$ cat src/core/hws_pkg.sv
// Constants, types and gap lookup shared by the host write-read spacing controller
package hws_pkg;
    // Clock period of clk in ns (25 MHz)
    localparam int CLK_NS = 40;
    // Register byte address width on the host bus
    localparam int ADDR_W = 9;
    // Full register width and host bus width
    localparam int DATA_W = 32;
    localparam int BUS_W = 16;
    // Strobe length in clocks; 80 ns comfortably exceeds the 45 ns host_cycle_time
    localparam logic [3:0] STB_LAST = 4'h1;
    localparam logic [3:0] STB_FIRST = 4'h0;
    // Write-to-read gaps in ns, as printed
    localparam int T_ANY_NS = 45;
    localparam int T_TXDATA_INFO_NS = 135;
    localparam int T_IRQCFG_IRQCFG_NS = 60;
    localparam int T_IRQEN_IRQCFG_NS = 90;
    localparam int T_IRQEN_STATUS_NS = 60;
    localparam int T_STATUS_IRQCFG_NS = 180;
    localparam int T_STATUS_STATUS_NS = 170;
    localparam int T_FIFOLVL_IRQCFG_NS = 90;
    localparam int T_FIFOLVL_STATUS_NS = 80;
    // Device register byte addresses
    localparam logic [8:0] A_IRQ_CONFIG = 9'h054;
    localparam logic [8:0] A_INTERRUPT_STATUS = 9'h058;
    localparam logic [8:0] A_IRQ_ENABLE = 9'h05C;
    localparam logic [8:0] A_BYTE_ORDER_TEST = 9'h064;
    localparam logic [8:0] A_FIFO_LEVEL_IRQ = 9'h068;
    localparam logic [8:0] A_TRANSMIT_FIFO_INFO = 9'h080;
    // Transmit data FIFO window inside the FIFO region
    localparam logic [8:0] A_TXDATA_LO = 9'h020;
    localparam logic [8:0] A_TXDATA_HI = 9'h03C;
    // Saturation value of the elapsed-time counters
    localparam logic [7:0] ELAPSED_MAX = 8'hFF;
    localparam logic [7:0] ELAPSED_FIRST = 8'h01;

    typedef logic [ADDR_W-1:0] hws_addr_t;
    typedef logic [7:0] hws_cyc_t;
    // One-hot controller states
    typedef enum logic [3:0] {
        ST_IDLE = 4'b0001,
        ST_GAP = 4'b0010,
        ST_STB = 4'b0100,
        ST_REC = 4'b1000
    } hws_state_t;

    // Least time in ns to whole clocks, rounded up, never below one
    function automatic hws_cyc_t ns_to_cyc(input int ns);
        int c;
        c = (ns + CLK_NS - 1) / CLK_NS;
        if (c < 1) begin
            c = 1;
        end
        return hws_cyc_t'(c);
    endfunction

    // Same 32-bit register, ignoring the byte lane bits
    function automatic logic same_reg(input hws_addr_t a, input hws_addr_t b);
        return a[ADDR_W-1:2] == b[ADDR_W-1:2];
    endfunction

    // Address lies in the transmit data FIFO window
    function automatic logic in_txdata(input hws_addr_t a);
        return (a >= A_TXDATA_LO) && (a <= A_TXDATA_HI);
    endfunction

    // Clocks needed between a final write to wa and a read of ra
    function automatic hws_cyc_t gap_cyc(input hws_addr_t wa, input hws_addr_t ra);
        int ns;
        ns = T_ANY_NS;
        if (in_txdata(wa) && same_reg(ra, A_TRANSMIT_FIFO_INFO)) begin
            ns = T_TXDATA_INFO_NS;
        end else if (same_reg(wa, A_IRQ_CONFIG) && same_reg(ra, A_IRQ_CONFIG)) begin
            ns = T_IRQCFG_IRQCFG_NS;
        end else if (same_reg(wa, A_IRQ_ENABLE)) begin
            if (same_reg(ra, A_IRQ_CONFIG)) begin
                ns = T_IRQEN_IRQCFG_NS;
            end else if (same_reg(ra, A_INTERRUPT_STATUS)) begin
                ns = T_IRQEN_STATUS_NS;
            end
        end else if (same_reg(wa, A_INTERRUPT_STATUS)) begin
            if (same_reg(ra, A_IRQ_CONFIG)) begin
                ns = T_STATUS_IRQCFG_NS;
            end else if (same_reg(ra, A_INTERRUPT_STATUS)) begin
                ns = T_STATUS_STATUS_NS;
            end
        end else if (same_reg(wa, A_FIFO_LEVEL_IRQ)) begin
            if (same_reg(ra, A_IRQ_CONFIG)) begin
                ns = T_FIFOLVL_IRQCFG_NS;
            end else if (same_reg(ra, A_INTERRUPT_STATUS)) begin
                ns = T_FIFOLVL_STATUS_NS;
            end
        end
        return ns_to_cyc(ns);
    endfunction
endpackage

$ cat src/core/hws_gap_if.sv
// Interface between the bus sequencer and the write-to-read gap tracker
`timescale 1ns/100ps
`default_nettype none
interface hws_gap_if;
    logic wr_done; // Final word of a tracked write has just ended
    hws_pkg::hws_addr_t wr_addr; // Address of that write
    hws_pkg::hws_addr_t rd_addr; // Address of the read waiting to start
    logic gap_ok; // Read may start now
    modport tracker(input wr_done, input wr_addr, input rd_addr, output gap_ok);
    modport ctrl(output wr_done, output wr_addr, output rd_addr, input gap_ok);
endinterface
`default_nettype wire

$ cat src/core/hws_gap_track.sv
// Tracker of the last tracked write and the time elapsed since it
`timescale 1ns/100ps
`default_nettype none
module hws_gap_track (
    input wire logic clk,
    input wire logic srst,
    hws_gap_if.tracker gap
);
    hws_pkg::hws_addr_t last_addr_r; // Register last written
    logic wr_seen_r; // A tracked write happened since reset
    hws_pkg::hws_cyc_t elapsed_r; // Clocks since that write ended

    // Remember that some tracked write has happened at all
    always_ff @(posedge clk) begin
        if (srst) begin
            wr_seen_r <= 1'b0;
        end else if (gap.wr_done) begin
            wr_seen_r <= 1'b1;
        end
    end

    // Record the last written register
    always_ff @(posedge clk) begin
        if (srst) begin
            last_addr_r <= '0;
        end else if (gap.wr_done) begin
            last_addr_r <= gap.wr_addr;
        end
    end

    // Time since the write strobe ended; one clock is already gone at wr_done.
    // Keeps running through dummy reads, so only total time matters
    always_ff @(posedge clk) begin
        if (srst) begin
            elapsed_r <= hws_pkg::ELAPSED_MAX;
        end else if (gap.wr_done) begin
            elapsed_r <= hws_pkg::ELAPSED_FIRST;
        end else if (elapsed_r != hws_pkg::ELAPSED_MAX) begin
            elapsed_r <= elapsed_r + hws_pkg::ELAPSED_FIRST;
        end
    end

    // Gap depends on which register is read after which write
    assign gap.gap_ok = !wr_seen_r ||
        (elapsed_r >= hws_pkg::gap_cyc(last_addr_r, gap.rd_addr));
endmodule
`default_nettype wire

$ cat src/core/hws_host_ctrl.sv
// Host bus controller that spaces register reads after writes on a 16-bit bus
// Functional notes
// - Any write: 45 ns or one dummy read
// - Transmit data write: 135 ns before FIFO info
// - IRQ config write: 60 ns before rereading it
// - IRQ enable write: 90/60 ns config/status
// - Status write: 180/170 ns config/status
// - FIFO level write: 90/80 ns config/status
// - Byte order test dummy reads fill gaps
// - Fewer slower dummy reads fine if time met
// - No dummy reads once gap elapsed
// - Gap counts from final word of register
// - Index and config registers are exempt
// - Gap depends on which register is read
// - Byte order test readable anytime, no effect; the code still holds tracked reads of it for the 45 ns gap
`timescale 1ns/100ps
`default_nettype none
module hws_host_ctrl (
    input wire logic clk,
    input wire logic srst,
    input wire logic req_valid,
    input wire logic req_write,
    input wire logic req_index_reg,
    input wire logic [8:0] req_addr,
    input wire logic [31:0] req_wdata,
    output logic req_ready,
    output logic rsp_valid,
    output logic [31:0] rsp_rdata,
    input wire logic dummy_read_en,
    output logic gap_stall,
    output logic [8:0] hb_addr,
    output logic hb_cs_n,
    output logic hb_rd_n,
    output logic hb_wr_n,
    input wire logic [15:0] hb_data_in,
    output logic [15:0] hb_data_out,
    output logic hb_data_oe
);
    hws_gap_if gap ();

    hws_gap_track u_track (
        .clk(clk),
        .srst(srst),
        .gap(gap)
    );

    hws_pkg::hws_state_t state_r; // Sequencer state
    hws_pkg::hws_state_t state_nxt;
    logic word_r; // Word of the register in flight, low word first
    logic word_nxt;
    logic dummy_r; // Current strobe is a dummy read
    logic dummy_nxt;
    logic write_r; // Request in flight is a write
    logic write_nxt;
    logic index_r; // Request targets host_bus_interface index or config registers
    logic index_nxt;
    hws_pkg::hws_addr_t addr_r; // Register address of the request
    hws_pkg::hws_addr_t addr_nxt;
    logic [31:0] wdata_r; // Write data of the request
    logic [31:0] rdata_r; // Read data being assembled
    logic [3:0] stb_cnt_r; // Clocks spent in the current strobe
    logic accept; // Request taken this cycle
    logic stb_next; // A strobe is active in the next cycle

    assign accept = req_valid && req_ready;
    assign stb_next = (state_nxt == hws_pkg::ST_STB);

    // Next state
    always_comb begin
        state_nxt = state_r;
        case (state_r)
            hws_pkg::ST_IDLE: begin
                if (accept) begin
                    // Writes and exempt reads skip the gap check
                    if (req_write || req_index_reg) begin
                        state_nxt = hws_pkg::ST_STB;
                    end else begin
                        state_nxt = hws_pkg::ST_GAP;
                    end
                end
            end
            hws_pkg::ST_GAP: begin
                // Stall the read, or fill the wait with dummy reads
                if (gap.gap_ok || dummy_read_en) begin
                    state_nxt = hws_pkg::ST_STB;
                end
            end
            hws_pkg::ST_STB: begin
                if (stb_cnt_r == hws_pkg::STB_LAST) begin
                    state_nxt = hws_pkg::ST_REC;
                end
            end
            hws_pkg::ST_REC: begin
                if (dummy_r) begin
                    // Back to recheck the gap after each dummy read
                    state_nxt = hws_pkg::ST_GAP;
                end else if (!word_r) begin
                    // No wait between the two words of one register
                    state_nxt = hws_pkg::ST_STB;
                end else begin
                    state_nxt = hws_pkg::ST_IDLE;
                end
            end
            default: begin
                state_nxt = hws_pkg::ST_IDLE;
            end
        endcase
    end

    // Next values of the request context, so pins can be registered from them
    always_comb begin
        write_nxt = write_r;
        index_nxt = index_r;
        addr_nxt = addr_r;
        word_nxt = word_r;
        dummy_nxt = dummy_r;
        if (state_r == hws_pkg::ST_IDLE) begin
            write_nxt = req_write;
            index_nxt = req_index_reg;
            addr_nxt = req_addr;
            word_nxt = 1'b0;
            dummy_nxt = 1'b0;
        end else if (state_r == hws_pkg::ST_GAP) begin
            // Dummy read only while the gap is still open
            dummy_nxt = !gap.gap_ok;
        end else if ((state_r == hws_pkg::ST_REC) && !dummy_r && !word_r) begin
            word_nxt = 1'b1;
        end
    end

    // State register
    always_ff @(posedge clk) begin
        if (srst) begin
            state_r <= hws_pkg::ST_IDLE;
        end else begin
            state_r <= state_nxt;
        end
    end

    // Request context
    always_ff @(posedge clk) begin
        if (srst) begin
            write_r <= 1'b0;
            index_r <= 1'b0;
            addr_r <= '0;
            word_r <= 1'b0;
            dummy_r <= 1'b0;
        end else begin
            write_r <= write_nxt;
            index_r <= index_nxt;
            addr_r <= addr_nxt;
            word_r <= word_nxt;
            dummy_r <= dummy_nxt;
        end
    end

    // Write data is held for both words
    always_ff @(posedge clk) begin
        if (srst) begin
            wdata_r <= '0;
        end else if (accept) begin
            wdata_r <= req_wdata;
        end
    end

    // Strobe length counter
    always_ff @(posedge clk) begin
        if (srst) begin
            stb_cnt_r <= hws_pkg::STB_FIRST;
        end else if (state_r == hws_pkg::ST_STB) begin
            stb_cnt_r <= stb_cnt_r + 4'h1;
        end else begin
            stb_cnt_r <= hws_pkg::STB_FIRST;
        end
    end

    // Read data capture at the last strobe clock; dummy data is dropped
    always_ff @(posedge clk) begin
        if (srst) begin
            rdata_r <= '0;
        end else if ((state_r == hws_pkg::ST_STB) && (stb_cnt_r == hws_pkg::STB_LAST) &&
                     !write_r && !dummy_r) begin
            if (word_r) begin
                rdata_r[31:16] <= hb_data_in;
            end else begin
                rdata_r[15:0] <= hb_data_in;
            end
        end
    end

    // Bus pins, all registered from next-state values
    always_ff @(posedge clk) begin
        if (srst) begin
            hb_cs_n <= 1'b1;
            hb_rd_n <= 1'b1;
            hb_wr_n <= 1'b1;
            hb_addr <= '0;
            hb_data_out <= '0;
            hb_data_oe <= 1'b0;
        end else begin
            hb_cs_n <= !stb_next;
            hb_rd_n <= !(stb_next && (!write_nxt || dummy_nxt));
            hb_wr_n <= !(stb_next && write_nxt && !dummy_nxt);
            hb_data_oe <= stb_next && write_nxt && !dummy_nxt;
            if (dummy_nxt) begin
                // Dummy reads always go to the byte order test register
                hb_addr <= hws_pkg::A_BYTE_ORDER_TEST;
            end else begin
                hb_addr <= {addr_nxt[8:2], word_nxt, 1'b0};
            end
            if (word_nxt) begin
                hb_data_out <= wdata_r[31:16];
            end else begin
                hb_data_out <= req_wdata[15:0];
            end
            if (state_r != hws_pkg::ST_IDLE && !word_nxt) begin
                hb_data_out <= wdata_r[15:0];
            end
        end
    end

    // Final word of a tracked write starts the gap; exempt writes do not
    assign gap.wr_done = (state_r == hws_pkg::ST_REC) && write_r && word_r && !index_r;
    assign gap.wr_addr = addr_r;
    assign gap.rd_addr = addr_r;

    // User side handshake and status
    always_ff @(posedge clk) begin
        if (srst) begin
            req_ready <= 1'b0;
            rsp_valid <= 1'b0;
            gap_stall <= 1'b0;
        end else begin
            req_ready <= (state_nxt == hws_pkg::ST_IDLE);
            rsp_valid <= (state_r == hws_pkg::ST_REC) && word_r && !write_r && !dummy_r;
            gap_stall <= (state_nxt == hws_pkg::ST_GAP);
        end
    end

    assign rsp_rdata = rdata_r;

    // Independent record of the last tracked write, read only by the checks below
    hws_pkg::hws_addr_t chk_last_r;
    logic [7:0] chk_since_r;
    logic chk_seen_r;
    logic rd_prev_r; // Read strobe one clock ago, to find its falling edge
    logic rd_begin;

    always_ff @(posedge clk) begin
        if (srst) begin
            chk_last_r <= '0;
            chk_since_r <= hws_pkg::ELAPSED_MAX;
            chk_seen_r <= 1'b0;
        end else if (gap.wr_done) begin
            chk_last_r <= addr_r;
            chk_since_r <= hws_pkg::ELAPSED_FIRST;
            chk_seen_r <= 1'b1;
        end else if (chk_since_r != hws_pkg::ELAPSED_MAX) begin
            chk_since_r <= chk_since_r + 8'h01;
        end
    end

    // Read strobe of the previous clock; idle level after reset avoids a false edge
    always_ff @(posedge clk) begin
        if (srst) begin
            rd_prev_r <= 1'b1;
        end else begin
            rd_prev_r <= hb_rd_n;
        end
    end

    // First clock of the first word of a tracked, real read
    assign rd_begin = rd_prev_r && !hb_rd_n && !dummy_r && !index_r && !word_r && chk_seen_r;

    any_gap_a: assert property (@(posedge clk) disable iff (srst)
        rd_begin |-> chk_since_r >= hws_pkg::ns_to_cyc(hws_pkg::T_ANY_NS))
        else $error("read started less than 45 ns after a write");

    txinfo_gap_a: assert property (@(posedge clk) disable iff (srst)
        rd_begin && hws_pkg::in_txdata(chk_last_r) &&
        hws_pkg::same_reg(addr_r, hws_pkg::A_TRANSMIT_FIFO_INFO)
        |-> chk_since_r >= hws_pkg::ns_to_cyc(hws_pkg::T_TXDATA_INFO_NS))
        else $error("fifo info read too soon after transmit data write");

    irqcfg_gap_a: assert property (@(posedge clk) disable iff (srst)
        rd_begin && hws_pkg::same_reg(chk_last_r, hws_pkg::A_IRQ_CONFIG) &&
        hws_pkg::same_reg(addr_r, hws_pkg::A_IRQ_CONFIG)
        |-> chk_since_r >= hws_pkg::ns_to_cyc(hws_pkg::T_IRQCFG_IRQCFG_NS))
        else $error("irq config reread too soon");

    irqen_gap_a: assert property (@(posedge clk) disable iff (srst)
        rd_begin && hws_pkg::same_reg(chk_last_r, hws_pkg::A_IRQ_ENABLE) &&
        hws_pkg::same_reg(addr_r, hws_pkg::A_IRQ_CONFIG)
        |-> chk_since_r >= hws_pkg::ns_to_cyc(hws_pkg::T_IRQEN_IRQCFG_NS))
        else $error("irq config read too soon after enable write");

    status_gap_a: assert property (@(posedge clk) disable iff (srst)
        rd_begin && hws_pkg::same_reg(chk_last_r, hws_pkg::A_INTERRUPT_STATUS) &&
        hws_pkg::same_reg(addr_r, hws_pkg::A_INTERRUPT_STATUS)
        |-> chk_since_r >= hws_pkg::ns_to_cyc(hws_pkg::T_STATUS_STATUS_NS))
        else $error("status reread too soon after status write");

    fifolvl_gap_a: assert property (@(posedge clk) disable iff (srst)
        rd_begin && hws_pkg::same_reg(chk_last_r, hws_pkg::A_FIFO_LEVEL_IRQ) &&
        hws_pkg::same_reg(addr_r, hws_pkg::A_IRQ_CONFIG)
        |-> chk_since_r >= hws_pkg::ns_to_cyc(hws_pkg::T_FIFOLVL_IRQCFG_NS))
        else $error("irq config read too soon after fifo level write");

    dummy_addr_a: assert property (@(posedge clk) disable iff (srst)
        $fell(hb_rd_n) && dummy_r |-> hb_addr == hws_pkg::A_BYTE_ORDER_TEST && hb_wr_n)
        else $error("dummy read not aimed at byte order test register");

    dummy_fill_a: assert property (@(posedge clk) disable iff (srst)
        state_r == hws_pkg::ST_GAP && !gap.gap_ok && dummy_read_en
        |=> !hb_rd_n && dummy_r)
        else $error("open gap not filled by a dummy read");

    no_dummy_a: assert property (@(posedge clk) disable iff (srst)
        state_r == hws_pkg::ST_GAP && gap.gap_ok |=> !hb_rd_n && !dummy_r)
        else $error("dummy read issued after gap elapsed");

    word_pair_a: assert property (@(posedge clk) disable iff (srst)
        state_r == hws_pkg::ST_REC && !dummy_r && !word_r |=> !hb_cs_n ##1 !hb_cs_n)
        else $error("second word delayed");

    exempt_rd_a: assert property (@(posedge clk) disable iff (srst)
        accept && req_index_reg && !req_write |=> !hb_rd_n && !dummy_r)
        else $error("exempt read was held back");

    stall_rd_a: assert property (@(posedge clk) disable iff (srst)
        state_r == hws_pkg::ST_GAP && !gap.gap_ok && !dummy_read_en |=> hb_rd_n && gap_stall)
        else $error("conflicting read not stalled");
endmodule
`default_nettype wire

$ cat config.mk
export PLATFORM = sky130hd
export DESIGN_NAME = hws_host_ctrl
export DESIGN_NICKNAME = d
export VERILOG_FILES = /design/src/core/hws_pkg.sv /design/src/core/hws_gap_if.sv /design/src/core/hws_gap_track.sv /design/src/core/hws_host_ctrl.sv
export SDC_FILE = /design/constraint.sdc
export NUM_CORES = 1
export LEC_CHECK = 0
export BUFFER_PORTS_ARGS = -buffer_cell sky130_fd_sc_hd__buf_2
export CORE_MARGIN = 2
export CORE_UTILIZATION = 35
export CTS_CLUSTER_SIZE = 10
export DETAILED_ROUTE_END_ITERATION = 8
export SYNTH_ARGS = -nofsm -noshare
export SYNTH_HDL_FRONTEND = slang
export SYNTH_SLANG_ARGS = --single-unit
$ cat constraint.sdc
create_clock -name clk -period 3.9 [get_ports clk]
set_input_delay 0.39 -clock clk [delete_from_list [all_inputs] [get_ports clk]]
set_output_delay 0.39 -clock clk [all_outputs]
set_load 0.01 [all_outputs]
# Yosys cells after proc, flatten, opt, wreduce, memory -nomap -nowiden
# Index checks and enable logic that the tools add are counted.
# word_totals
regBits	135
inputBits	63
word_cells	125
output_inout_bits	64
# classes
n_lt_le_gt_ge	4
n_eq_ne	17
n_reduce_logical	41
muxes	31
div	1
bitwise_logic	2
addsub	4
# ops
op	count
$mux 32	8
$eq 7x5->1 const B	6
$add 32x7->32 const B	1
$div 32x7->32 const B	1
$lt 32x2->1 const B	1
$mux 16	2
$mux 8	4
$sub 32x2->32 const B	1
$logic_and 1x1->1	19
$pmux 4 s4	1
$mux 7	2
$eq 4x1->1 const B	3
$logic_not 1->1	12
$mux 4	3
$ge 9x6->1 const B	1
$le 9x6->1 const B	1
$mux 3	3
$mux 9	1
$add 8x1->8 const B	1
$eq 4x2->1 const B	2
$eq 4x3->1 const B	2
$ge 8x8->1	1
$ne 8x8->1 const B	1
$eq 7x6->1 const B	1
other kinds (10)	22

# Longest topological paths before layout
# Gate-level depths: netlist of run 1.
# logic_depth
depth_word	22
ltp_mapped	17
mapped_depth_nobuf	17

# Cells and area by module
# Synthesis of run 1 repeated with hierarchy kept, for this count alone.
# unflattened
hier_cells	620
area_unflattened_um2	5471.5
# by_module_without_submodules
mod	instances	cells_per_inst	area_each_um2	seq_area_each_um2
hws_host_ctrl	1	485	4262.8	2322.2
hws_gap_track	1	135	1208.7	360.3

# Worst setup path after synthesis of run 1
# OpenSTA, ideal clock, no wires.
# synth_timing
kind	flip-flop to flip-flop
startpoint	register u_track.last_addr_r[6]
endpoint	register hb_addr[1]
period_less_slack_ns	3.506
setup_time_ns	0.115
n_path_buf	0
path_slack_ns	0.394
path_stages_with_launch	17
arrival_ns	3.391
t_required_ns	3.785
cell_sequence	dfxtp_1 > or3b_4 > nor2_4 > nand3_1 > a21boi_0 > a311oi_1 > ha_1 > a221o_2 > o211ai_2 > o311ai_1 > ha_1 > nand2b_1 > a21o_1 > a21o_1 > a211oi_1 > a31oi_1 > and2_1
# synth_via
elab_chain_cells	17
elab_cells_between_ends	25
classes_between	add/sub (2); div (1); order compare (4); eq/ne (4); mux (8); reduce/logical (6)
# synth_lines
item	line_no	text
start, declared	hws_gap_track.sv:9	hws_pkg::hws_addr_t last_addr_r;
start signal, assigned	hws_gap_track.sv:27	last_addr_r <= gap.wr_addr;
$eq 7x5->1	hws_pkg.sv:59	return a[ADDR_W-1:2] == b[ADDR_W-1:2];
$mux 32	hws_pkg.sv:87	end else if (same_reg(wa, A_FIFO_LEVEL_IRQ)) begin
$mux 32	hws_pkg.sv:81	end else if (same_reg(wa, A_INTERRUPT_STATUS)) begin
$mux 32	hws_pkg.sv:75	end else if (same_reg(wa, A_IRQ_ENABLE)) begin
$mux 32	hws_pkg.sv:73	end else if (same_reg(wa, A_IRQ_CONFIG) && same_reg(ra, A_IRQ_CONFIG)) begin
$mux 32 *	hws_pkg.sv:71	if (in_txdata(wa) && same_reg(ra, A_TRANSMIT_FIFO_INFO)) begin
$add 32x7->32 *	hws_pkg.sv:50	c = (ns + CLK_NS - 1) / CLK_NS;
$sub 32x2->32 *	hws_pkg.sv:50	
$div 32x7->32 *	hws_pkg.sv:50	
$lt 32x2->1	hws_pkg.sv:51	if (c < 1) begin
$mux 8 *	hws_pkg.sv:51	
$ge 8x8->1 *	hws_gap_track.sv:45	(elapsed_r >= hws_pkg::gap_cyc(last_addr_r, gap.rd_addr));
$logic_or 1x1->1 *	hws_gap_track.sv:44	assign gap.gap_ok = !wr_seen_r ||
$logic_not 1->1 *	hws_host_ctrl.sv:125	dummy_nxt = !gap.gap_ok;
$mux 1 *	hws_host_ctrl.sv:123	end else if (state_r == hws_pkg::ST_GAP) begin
$mux 1 *	hws_host_ctrl.sv:117	if (state_r == hws_pkg::ST_IDLE) begin
$reduce_or 2->1 (no line) *	n/a	
end signal, assigned	hws_host_ctrl.sv:207	hb_addr <= hws_pkg::A_BYTE_ORDER_TEST;
end signal, assigned	hws_host_ctrl.sv:209	hb_addr <= {addr_nxt[8:2], word_nxt, 1'b0};
end, declared	hws_host_ctrl.sv:31	output logic [8:0] hb_addr,
# Mark *: on every way between the ends. The rest lies on a longest branch, timed or not.
# A chain may end at the register's enable or synchronous reset.

# Worst setup path after layout of run 1
# layout_timing
startpoint	register u_track.last_addr_r[8]
endpoint	register hb_data_oe
# layout_via
elab_chain_cells	19
elab_cells_between_ends	31
classes_between	add/sub (2); div (1); order compare (4); eq/ne (5); mux (10); reduce/logical (9)
# layout_lines
item	line_no	text
$eq 7x5->1	hws_pkg.sv:59	
$mux 32	hws_pkg.sv:87	
$mux 32	hws_pkg.sv:81	
$mux 32	hws_pkg.sv:75	
$mux 32	hws_pkg.sv:73	
$mux 32 *	hws_pkg.sv:71	
$add 32x7->32 *	hws_pkg.sv:50	
$sub 32x2->32 *	hws_pkg.sv:50	
[3 not listed]	n/a	
$ge 8x8->1 *	hws_gap_track.sv:45	
$logic_or 1x1->1 *	hws_gap_track.sv:44	
$logic_or 1x1->1	hws_host_ctrl.sv:84	if (gap.gap_ok || dummy_read_en) begin
$mux 4	hws_host_ctrl.sv:84	
$pmux 4 s4	hws_host_ctrl.sv:71	case (state_r)
$eq 4x3->1	hws_host_ctrl.sv:66	assign stb_next = (state_nxt == hws_pkg::ST_STB);
$logic_and 1x1->1	hws_host_ctrl.sv:204	hb_data_oe <= stb_next && write_nxt && !dummy_nxt;
$logic_and 1x1->1 *	hws_host_ctrl.sv:204	
end signal, assigned	hws_host_ctrl.sv:204	
end, declared	hws_host_ctrl.sv:37	output logic hb_data_oe
# Marked as above.

==> impl_metrics.csv, run 1 <==
group,metric,value,unit
outcome,run_status,"complete, no violations",
sta,fmax,265,MHz
pwr,p_total,0.00340,W
sta,period_needed,3.78,ns
grt,gr-total-overflow,0,
synth,ys_ff_latch,134,
setup_path,path_max_fanout,4,
setup_path,reg2regPathDepth,17,
pwr,power_leakage,2.82,nW
die,die_area,16300,um2
synth,synth_area,5360,um2
finish,layout.nets,816,
min_path,hold_path.startpoint,"req_wdata[31]",
route,num_vias,4739,
setup_path,worstPathRequired,4.19,ns
route,routedWlPerCell,14.5,um
sta,layout_setup_ws,0.123,ns
sta,maxSlewViolCount,0,
route,antenna_left,0,
synth,synth_ff_type,"dfxtp_1",
finish,drive_gt1_share,25.3,%
sta,skew,0.00864,ns
die,core,15100,um2
placement,dpl.hpwl,9400,um
die,io_pins,127,
route,drt_pass1_iterations,7,
sta,worst_slew_pin_slew,1.17,ns
synth,synth_fp_nets,696,
route,drcViolationCount,0,
setup_path,reg2reg_to,"hb_data_oe",
route,drtIter0Drc,282,
placement,numPortBuffers,125,
synth,netlist_instances,625,
cts,worstSkewPairLatency,0.42,ns
pwr,powerDensity,501,nW/um2
cts,clockBufferDepth,2,
sta,slew_headroom,21.9,%
cts,clkTransAtPathRegs,0.06,ns
setup_path,r2r-start,"u_track.last_addr_r[8]",
grt,grt_usage,17.0,%
synth,ys_seq_area_share,50.1,%
grt,grt_max_degree,113,
finish,layoutNonFillerInstCount,946,
sta,setup-tns-final,0,ns
synth,syn_avg_cell_area,8.57,um2
min_path,holdPathEnd,"wdata_r[31]",
cts,cts_tree,"done",
cts,postCtsHoldBufs,0,
synth,async_flop_share,0,%
placement,gp_congestion,0.844,
sta,setup-violations-final,0,
route,drt-total-wl,13700,um
setup_path,worstSetupPathType,"flop to flop",
sta,finalHoldViolations,0,
min_path,hold_path.class,"input pin to flop",
setup_path,worstPathArrival,4.07,ns
sta,fin_hold_ws,0.208,ns
grt,grt_pass1_vias,4590,
synth,synth_cell_types,63,
sta,timing.final.crit_share,96.8,%
placement,pre_cts_ws,-0.0321,ns
cts,htree_levels,4,
grt,grt_pass1_wl,22200,um
grt,antenna_found_initial,0,
placement,dp.cells,912,
synth,yosysWarningCount,0,
min_path,whs_path_depth,3,
pwr,ir_drop,0.000256,V
finish,area_delta_synth_final,26.8,%
synth,synth_edf_count,0,
die,fp.dieH,128,um
setup_path,reg2reg_slack,0.12,ns
run,cap_violations,0,
cts,cts_root_buf,"clkbuf_16",
finish,antennaDiodeCount,0,
route,via_per_inst,5.01,
cts,cts_made_buffers,17,
die,start_util,35.5,%
setup_path,crit_path_end_kind,"flop",
die,die_w,128,um
cts,clock_sinks,134,
setup_path,critPathLaunchType,"flop",
die,fp-row-count,45,
==> kinds of logic after synthesis <==
kind of cell,after synthesis,share of synthesized area (%)
simple gates,272,23.7
xor+xnor,8,1.31
flops,134,50.1
other cells,2,0.140
buf+inv,43,3.39
mux,27,5.05
fa+ha+maj,8,1.87
compound gates,131,14.5
==> cells in the mapped netlist (3+ instances only) <==
cell	count	area, um2
mux2i_1	27	270
nor3_1	6	30.0
and2b_1	3	22.5
o21ai_0	11	55.1
nand2_1	163	612
and2_1	6	37.5
nand3_1	8	40.0
clkbuf_1	27	101
dfxtp_1	134	2680
buf_2	4	20.0
ha_1	8	100
xor2_1	5	43.8
nor2_1	49	184
a211oi_1	19	143
a31oi_1	4	25.0
nand4_1	3	18.8
xnor2_1	3	26.3
nand3b_1	3	22.5
a21o_1	3	22.5
inv_1	7	26.3
nor4b_1	5	43.8
a21oi_1	79	395
==> timing repair <==
action / in CTS / in global routing
setup endpoints to repair: 8 / 15
gates resized for setup: 2 / 11
pin swaps: 0 / 7
setup buffers: 0 / 2
==> worst max-delay path, cell delays in order (launching register included) <==
cell and delay, ns:
dfxtp_1 0.34, or3b_4 0.44, nor2_4 0.11, buf_4 0.13
nand2_1 0.09, a211oi_2 0.31, ha_2 0.25, a221o_2 0.20
nand2_1 0.07, o311ai_1 0.23, ha_1 0.28, nand2b_1 0.14
a21o_1 0.18, a21o_1 0.21, a211oi_1 0.40, o21ai_2 0.11
nand2_2 0.11, nor3_1 0.06
==> worst max path at each step <==
| stage | to | startpoint |
|---|---|---|
| floorplan | hb_addr[1] | u_track.last_addr_r[6] |
| global placement | hb_addr[3] | u_track.last_addr_r[6] |
| detailed placement | hb_addr[5] | u_track.last_addr_r[6] |
| CTS | hb_addr[1] | u_track.last_addr_r[6] |
| global route | hb_data_oe | u_track.last_addr_r[8] |
| finish | hb_data_oe | u_track.last_addr_r[8] |
==> per-layer routing <==
metal	up-vias	GRT usage, %	routed length (um)
li1	2359	-	-
met1	2236	20.3	5840
met5	-	0	0
met2	125	29.4	7010
met4	0	6.40	263
met3	19	4.34	597
==> area by class of cell <==
| cell class | count | area, um2 |
|---|---|---|
| flip-flops and latches | 134 | 2690 |
| clock inverters | 10 | 100 |
| multi-input cells | 448 | 2560 |
| well taps | 188 | 235 |
| repair buffers | 137 | 718 |
| clock buffers | 22 | 464 |
| inverters | 7 | 26.3 |
| fillers | 1489 | 8300 |
==> where the power goes <==
part | internal (W) | switching (W) | leakage, nW
Clock | 0.000912 | 0.000584 | 0.263
Combinational | 0.000167 | 0.000228 | 1.46
Sequential | 0.00145 | 0.0000605 | 1.10
==> state kept, by name (all words and copies together) (netlist names), 8 cells and up <==
signal               cells
u_track.last_addr_r      9
hb_data_out             16
addr_r                   9
rsp_rdata               32
hb_addr                  8
wdata_r                 32
u_track.elapsed_r        8
==> through the flow <==
| stage | util, % | area, um2 |
|---|---|---|
| after floorplan | - | 5360 |
| after global placement | 40.8 | 6150 |
| after detailed placement | 40.8 | 6150 |
| after CTS | 44.5 | 6720 |
| after global routing | 45.0 | 6790 |
| final | 45.0 | 6790 |
==> placed cells by master, fill, tap and decap left out, types with 2 or more instances in the layout <==
master      count
a211oi_1       17
a21o_1          3
a21oi_1        78
a221oi_1        2
a31oi_1         3
and2_1          6
and2b_1         3
buf_2         124
buf_4          13
clkbuf_1        3
clkbuf_16      17
clkbuf_8        2
clkinv_4        4
clkinvlp_4      4
conb_1          2
dfxtp_1       132
dfxtp_2         2
ha_1            7
inv_1           7
mux2i_1        27
nand2_1       163
nand2b_1        2
nand3_1         8
nand3b_1        3
nand4_1         3
nor2_1         49
nor3_1          5
nor3_2          2
nor4_4          3
nor4b_1         3
nor4b_2         3
o21ai_0        11
or3_1           2
xnor2_1         3
xor2_1          5
Power figures use the tool's default switching activity.
==> run 2: changes to the inputs <==
--- a/config.mk
+++ b/config.mk
@@ -8,8 +8,9 @@
 export BUFFER_PORTS_ARGS = -buffer_cell sky130_fd_sc_hd__buf_2
 export CORE_MARGIN = 2
 export CORE_UTILIZATION = 35
-export CTS_CLUSTER_SIZE = 10
+export CTS_CLUSTER_SIZE = 30
 export DETAILED_ROUTE_END_ITERATION = 8
 export SYNTH_ARGS = -nofsm -noshare
 export SYNTH_HDL_FRONTEND = slang
+export SYNTH_HIERARCHICAL = 1
 export SYNTH_SLANG_ARGS = --single-unit
==> run 2 against run 1 <==
Area after synthesis increased by 2.1%. Design area grew 2.3%. Routed wire length is 0.47% higher. Maximum frequency up 3.2%. Global-route usage down 0.065 points. Hold slack got worse by 0.0010 ns. Clock-buffer cell count did not move. Die area is 2.1% higher. Sequential power is essentially flat. Synthesized cell count decreased by 0.80%. Critical path type unchanged. Critical endpoint is now hb_addr[1].
==> impl_metrics.csv, run 2 <==
group,metric,value,unit
synth,synth_area,5470,um2
min_path,hold_path.class,"input pin to flop",
placement,numPortBuffers,125,
setup_path,worstPathRequired,4.20,ns
synth,synth_top_area_share,49.0,%
route,drtIter0Drc,273,
pwr,ir_drop,0.000335,V
route,drt-total-wl,13800,um
sta,worst_slew_pin_slew,0.769,ns
setup_path,cp.buffers_inverters,1,
pwr,combPwrFrac,12.5,%
route,via_per_inst,5.03,
cts,postCtsHoldBufs,0,
route,antenna_left,0,
cts,worstSkewPairLatency,0.42,ns
grt,grt_usage,16.9,%
grt,grt_pass1_vias,4612,
cts,cts_made_buffers,17,
pwr,power.net_switching,0.000930,W
sta,skew,0.0102,ns
sta,setup-violations-final,0,
finish,antennaDiodeCount,0,
synth,synthTopCellsByArea,"dfxtp_1, nand2_1, a21oi_1",
pwr,p_sw_share,24.4,%
grt,grt_pass1_wl,22100,um
synth,synth_edf_count,0,
cts,htree_levels,4,
finish,mostFrequentLayoutCells,"dfxtp_1, buf_2, nand2_1",
die,die_w,129,um
pwr,p_seq_share,40.2,%
pwr,pwr-share-clk,47.2,%
cts,cts_tree,"done",
pwr,powerDensity,548,nW/um2
setup_path,worstSetupPathType,"flop to flop",
setup_path,crit_family,"compound AO/OA/AOI/OAI gates",
synth,synth_fp_nets,691,
finish,layoutNonFillerInstCount,952,
route,drcViolationCount,0,
sta,finalHoldViolations,0,
sta,rsz0062_at_grt,"false",
setup_path,crit_path_max_incr_delay,0.42,ns
synth,synth_ff_type,"dfxtp_1",
finish,layout_commonest_cell,"dfxtp_1",
synth,ys_seq_area_share,49.0,%
finish,n_fill_cell,1503,
die,start_util,35.9,%
synth,ys_ff_latch,134,
synth,synth_cell_types,63,
synth,syn_avg_cell_area,8.82,um2
pwr,p_int,0.00288,W
cts,clockBufferDepth,2,
sta,maxSlewViolCount,0,
run,cap_violations,0,
setup_path,path_common_cell,"ha_1",
synth,async_flop_share,0,%
placement,dp.cells,920,
grt,grt_max_degree,74,
die,io_pins,127,
grt,gr-total-overflow,0,
setup_path,critPathSlowestCell,"or3b_4",
finish,area_delta_synth_final,26.9,%
finish,finalInstanceArea,6940,um2
pwr,power_leakage,2.95,nW
setup_path,crit_path_end_kind,"flop",
setup_path,crit_path_cell_trace,"or3b_4 > nor4b_2 > a21boi_0 > ha_1 > inv_1 > o31ai_1 > a32oi_1 > ha_1 > nand2b_1 > a21o_1 > a21oi_1 > o2111ai_1 > o41ai_2 > a22oi_2 > and2_1",
cts,cts_root_buf,"clkbuf_16",
sta,timing.final.crit_share,93.8,%
synth,synth.most_common_cell,"dfxtp_1",
placement,dpl.hpwl,9120,um
synth,yosysWarningCount,6,
cts,ctsResizeCount,0,
sta,period_needed,3.66,ns
route,num_vias,4791,
setup_path,worstPathArrival,3.96,ns
sta,fmax,273,MHz
finish,drive_gt1_share,24.3,%
synth,synth_commonest_cells,"dfxtp_1, nand2_1, a21oi_1",
die,core,15300,um2
placement,place_area,6260,um2
pwr,p_total,0.00381,W
finish,layout.nets,799,
route,routedWlPerCell,14.5,um
cts,clock_sinks,134,
sta,setup-tns-final,0,ns
route,drt_pass1_iterations,5,
setup_path,critPathLaunchType,"flop",
sta,layout_setup_ws,0.240,ns
grt,antenna_found_initial,0,
die,fp.dieH,129,um
setup_path,path_max_fanout,9,
synth,synth.largest_area_cell,"dfxtp_1",
cts,post-cts-setup-buffer-count,0,
placement,gp_congestion,0.820,
cts,clkTransAtPathRegs,0.06,ns
die,fp-row-count,45,
synth,netlist_instances,620,
placement,pre_cts_ws,0.0794,ns
die,die_area,16600,um2
sta,slew_headroom,48.7,%
outcome,run_status,"complete, no violations",
==> run 2: cell count changes after synthesis, sizes merged, moves of 6 or more <==
cell	change
a22oi	+18
nand4b	+17
a211oi	-18
buf	+6
nand2	-41
==> run 2: final timing paths <==
path / start / cells past startpoint / end / slack, ns
setup / recovery: u_track/last_addr_r[6] / 15 / hb_addr[1] / 0.24
hold / removal: req_wdata[26] / 3 / wdata_r[26] / 0.21
setup reg to reg: u_track/last_addr_r[6] / 15 / hb_addr[1] / 0.24
hold reg to reg: wdata_r[26] / 2 / wdata_r[26] / 0.45
==> run 2: layout make-up <==
cell class / instances / area, um2 / area share (%)
Multi-Input combinational cell: 432 / 2580 / 37.2
Inverter: 10 / 51.3 / 0.739
Clock buffer: 22 / 484 / 6.97
Timing Repair Buffer: 133 / 688 / 9.91
Tap cell: 211 / 264 / 3.80
Sequential cell: 134 / 2680 / 38.6
Clock inverter: 10 / 191 / 2.76
==> run 2: cell families after synthesis <==
kind of cell | count (synthesis) | share of synthesized area (%)
buffers and inverters | 54 | 4.25
muxes | 28 | 5.12
and+or+nand+nor | 250 | 23.7
DFF | 134 | 49.0
other | 2 | 0.137
AOI/OAI and AO/OA | 139 | 15.2
adders and majority gates | 8 | 1.83
xor gates and xnor gates | 5 | 0.801
==> run 2: per-stage QoR <==
step           util, %  hold slack, ns
2_1_floorplan        -           0.434
3_3_place_gp      41.0           0.442
3_5_place_dp      41.0           0.448
4_1_cts           45.4           0.185
5_1_grt           45.5           0.210
6_report          45.5           0.207
==> run 2: power groups by stage <==
stage,logic (W),registers [W],clock network [W]
finish,0.000478,0.00153,0.00180
global route,0.000538,0.00154,0.00190
CTS,0.000481,0.00153,0.00184
detailed placement,0.000479,0.00156,0
global placement,0.000464,0.00156,0
floorplan,0.000338,0.00155,0
==> run 2: worst register-to-register path, stage by stage, from the launching register on <==
cell,delay (ns)
dfxtp_1,0.36
or3b_4,0.42
nor4b_2,0.33
a21boi_0,0.18
ha_1,0.23
inv_1,0.08
o31ai_1,0.08
a32oi_1,0.20
ha_1,0.25
nand2b_1,0.13
a21o_1,0.17
a21oi_1,0.14
o2111ai_1,0.20
o41ai_2,0.34
a22oi_2,0.24
and2_1,0.21
==> run 2: per-layer routing <==
layer | vias to the layer above | share of wire (%) | GRT usage [%]
met5 | - | 0 | 0
met4 | 0 | 2.3 | 7.80
met3 | 24 | 5.9 | 4.83
met2 | 141 | 46 | 26.7
met1 | 2260 | 46 | 21.5
li1 | 2366 | - | -
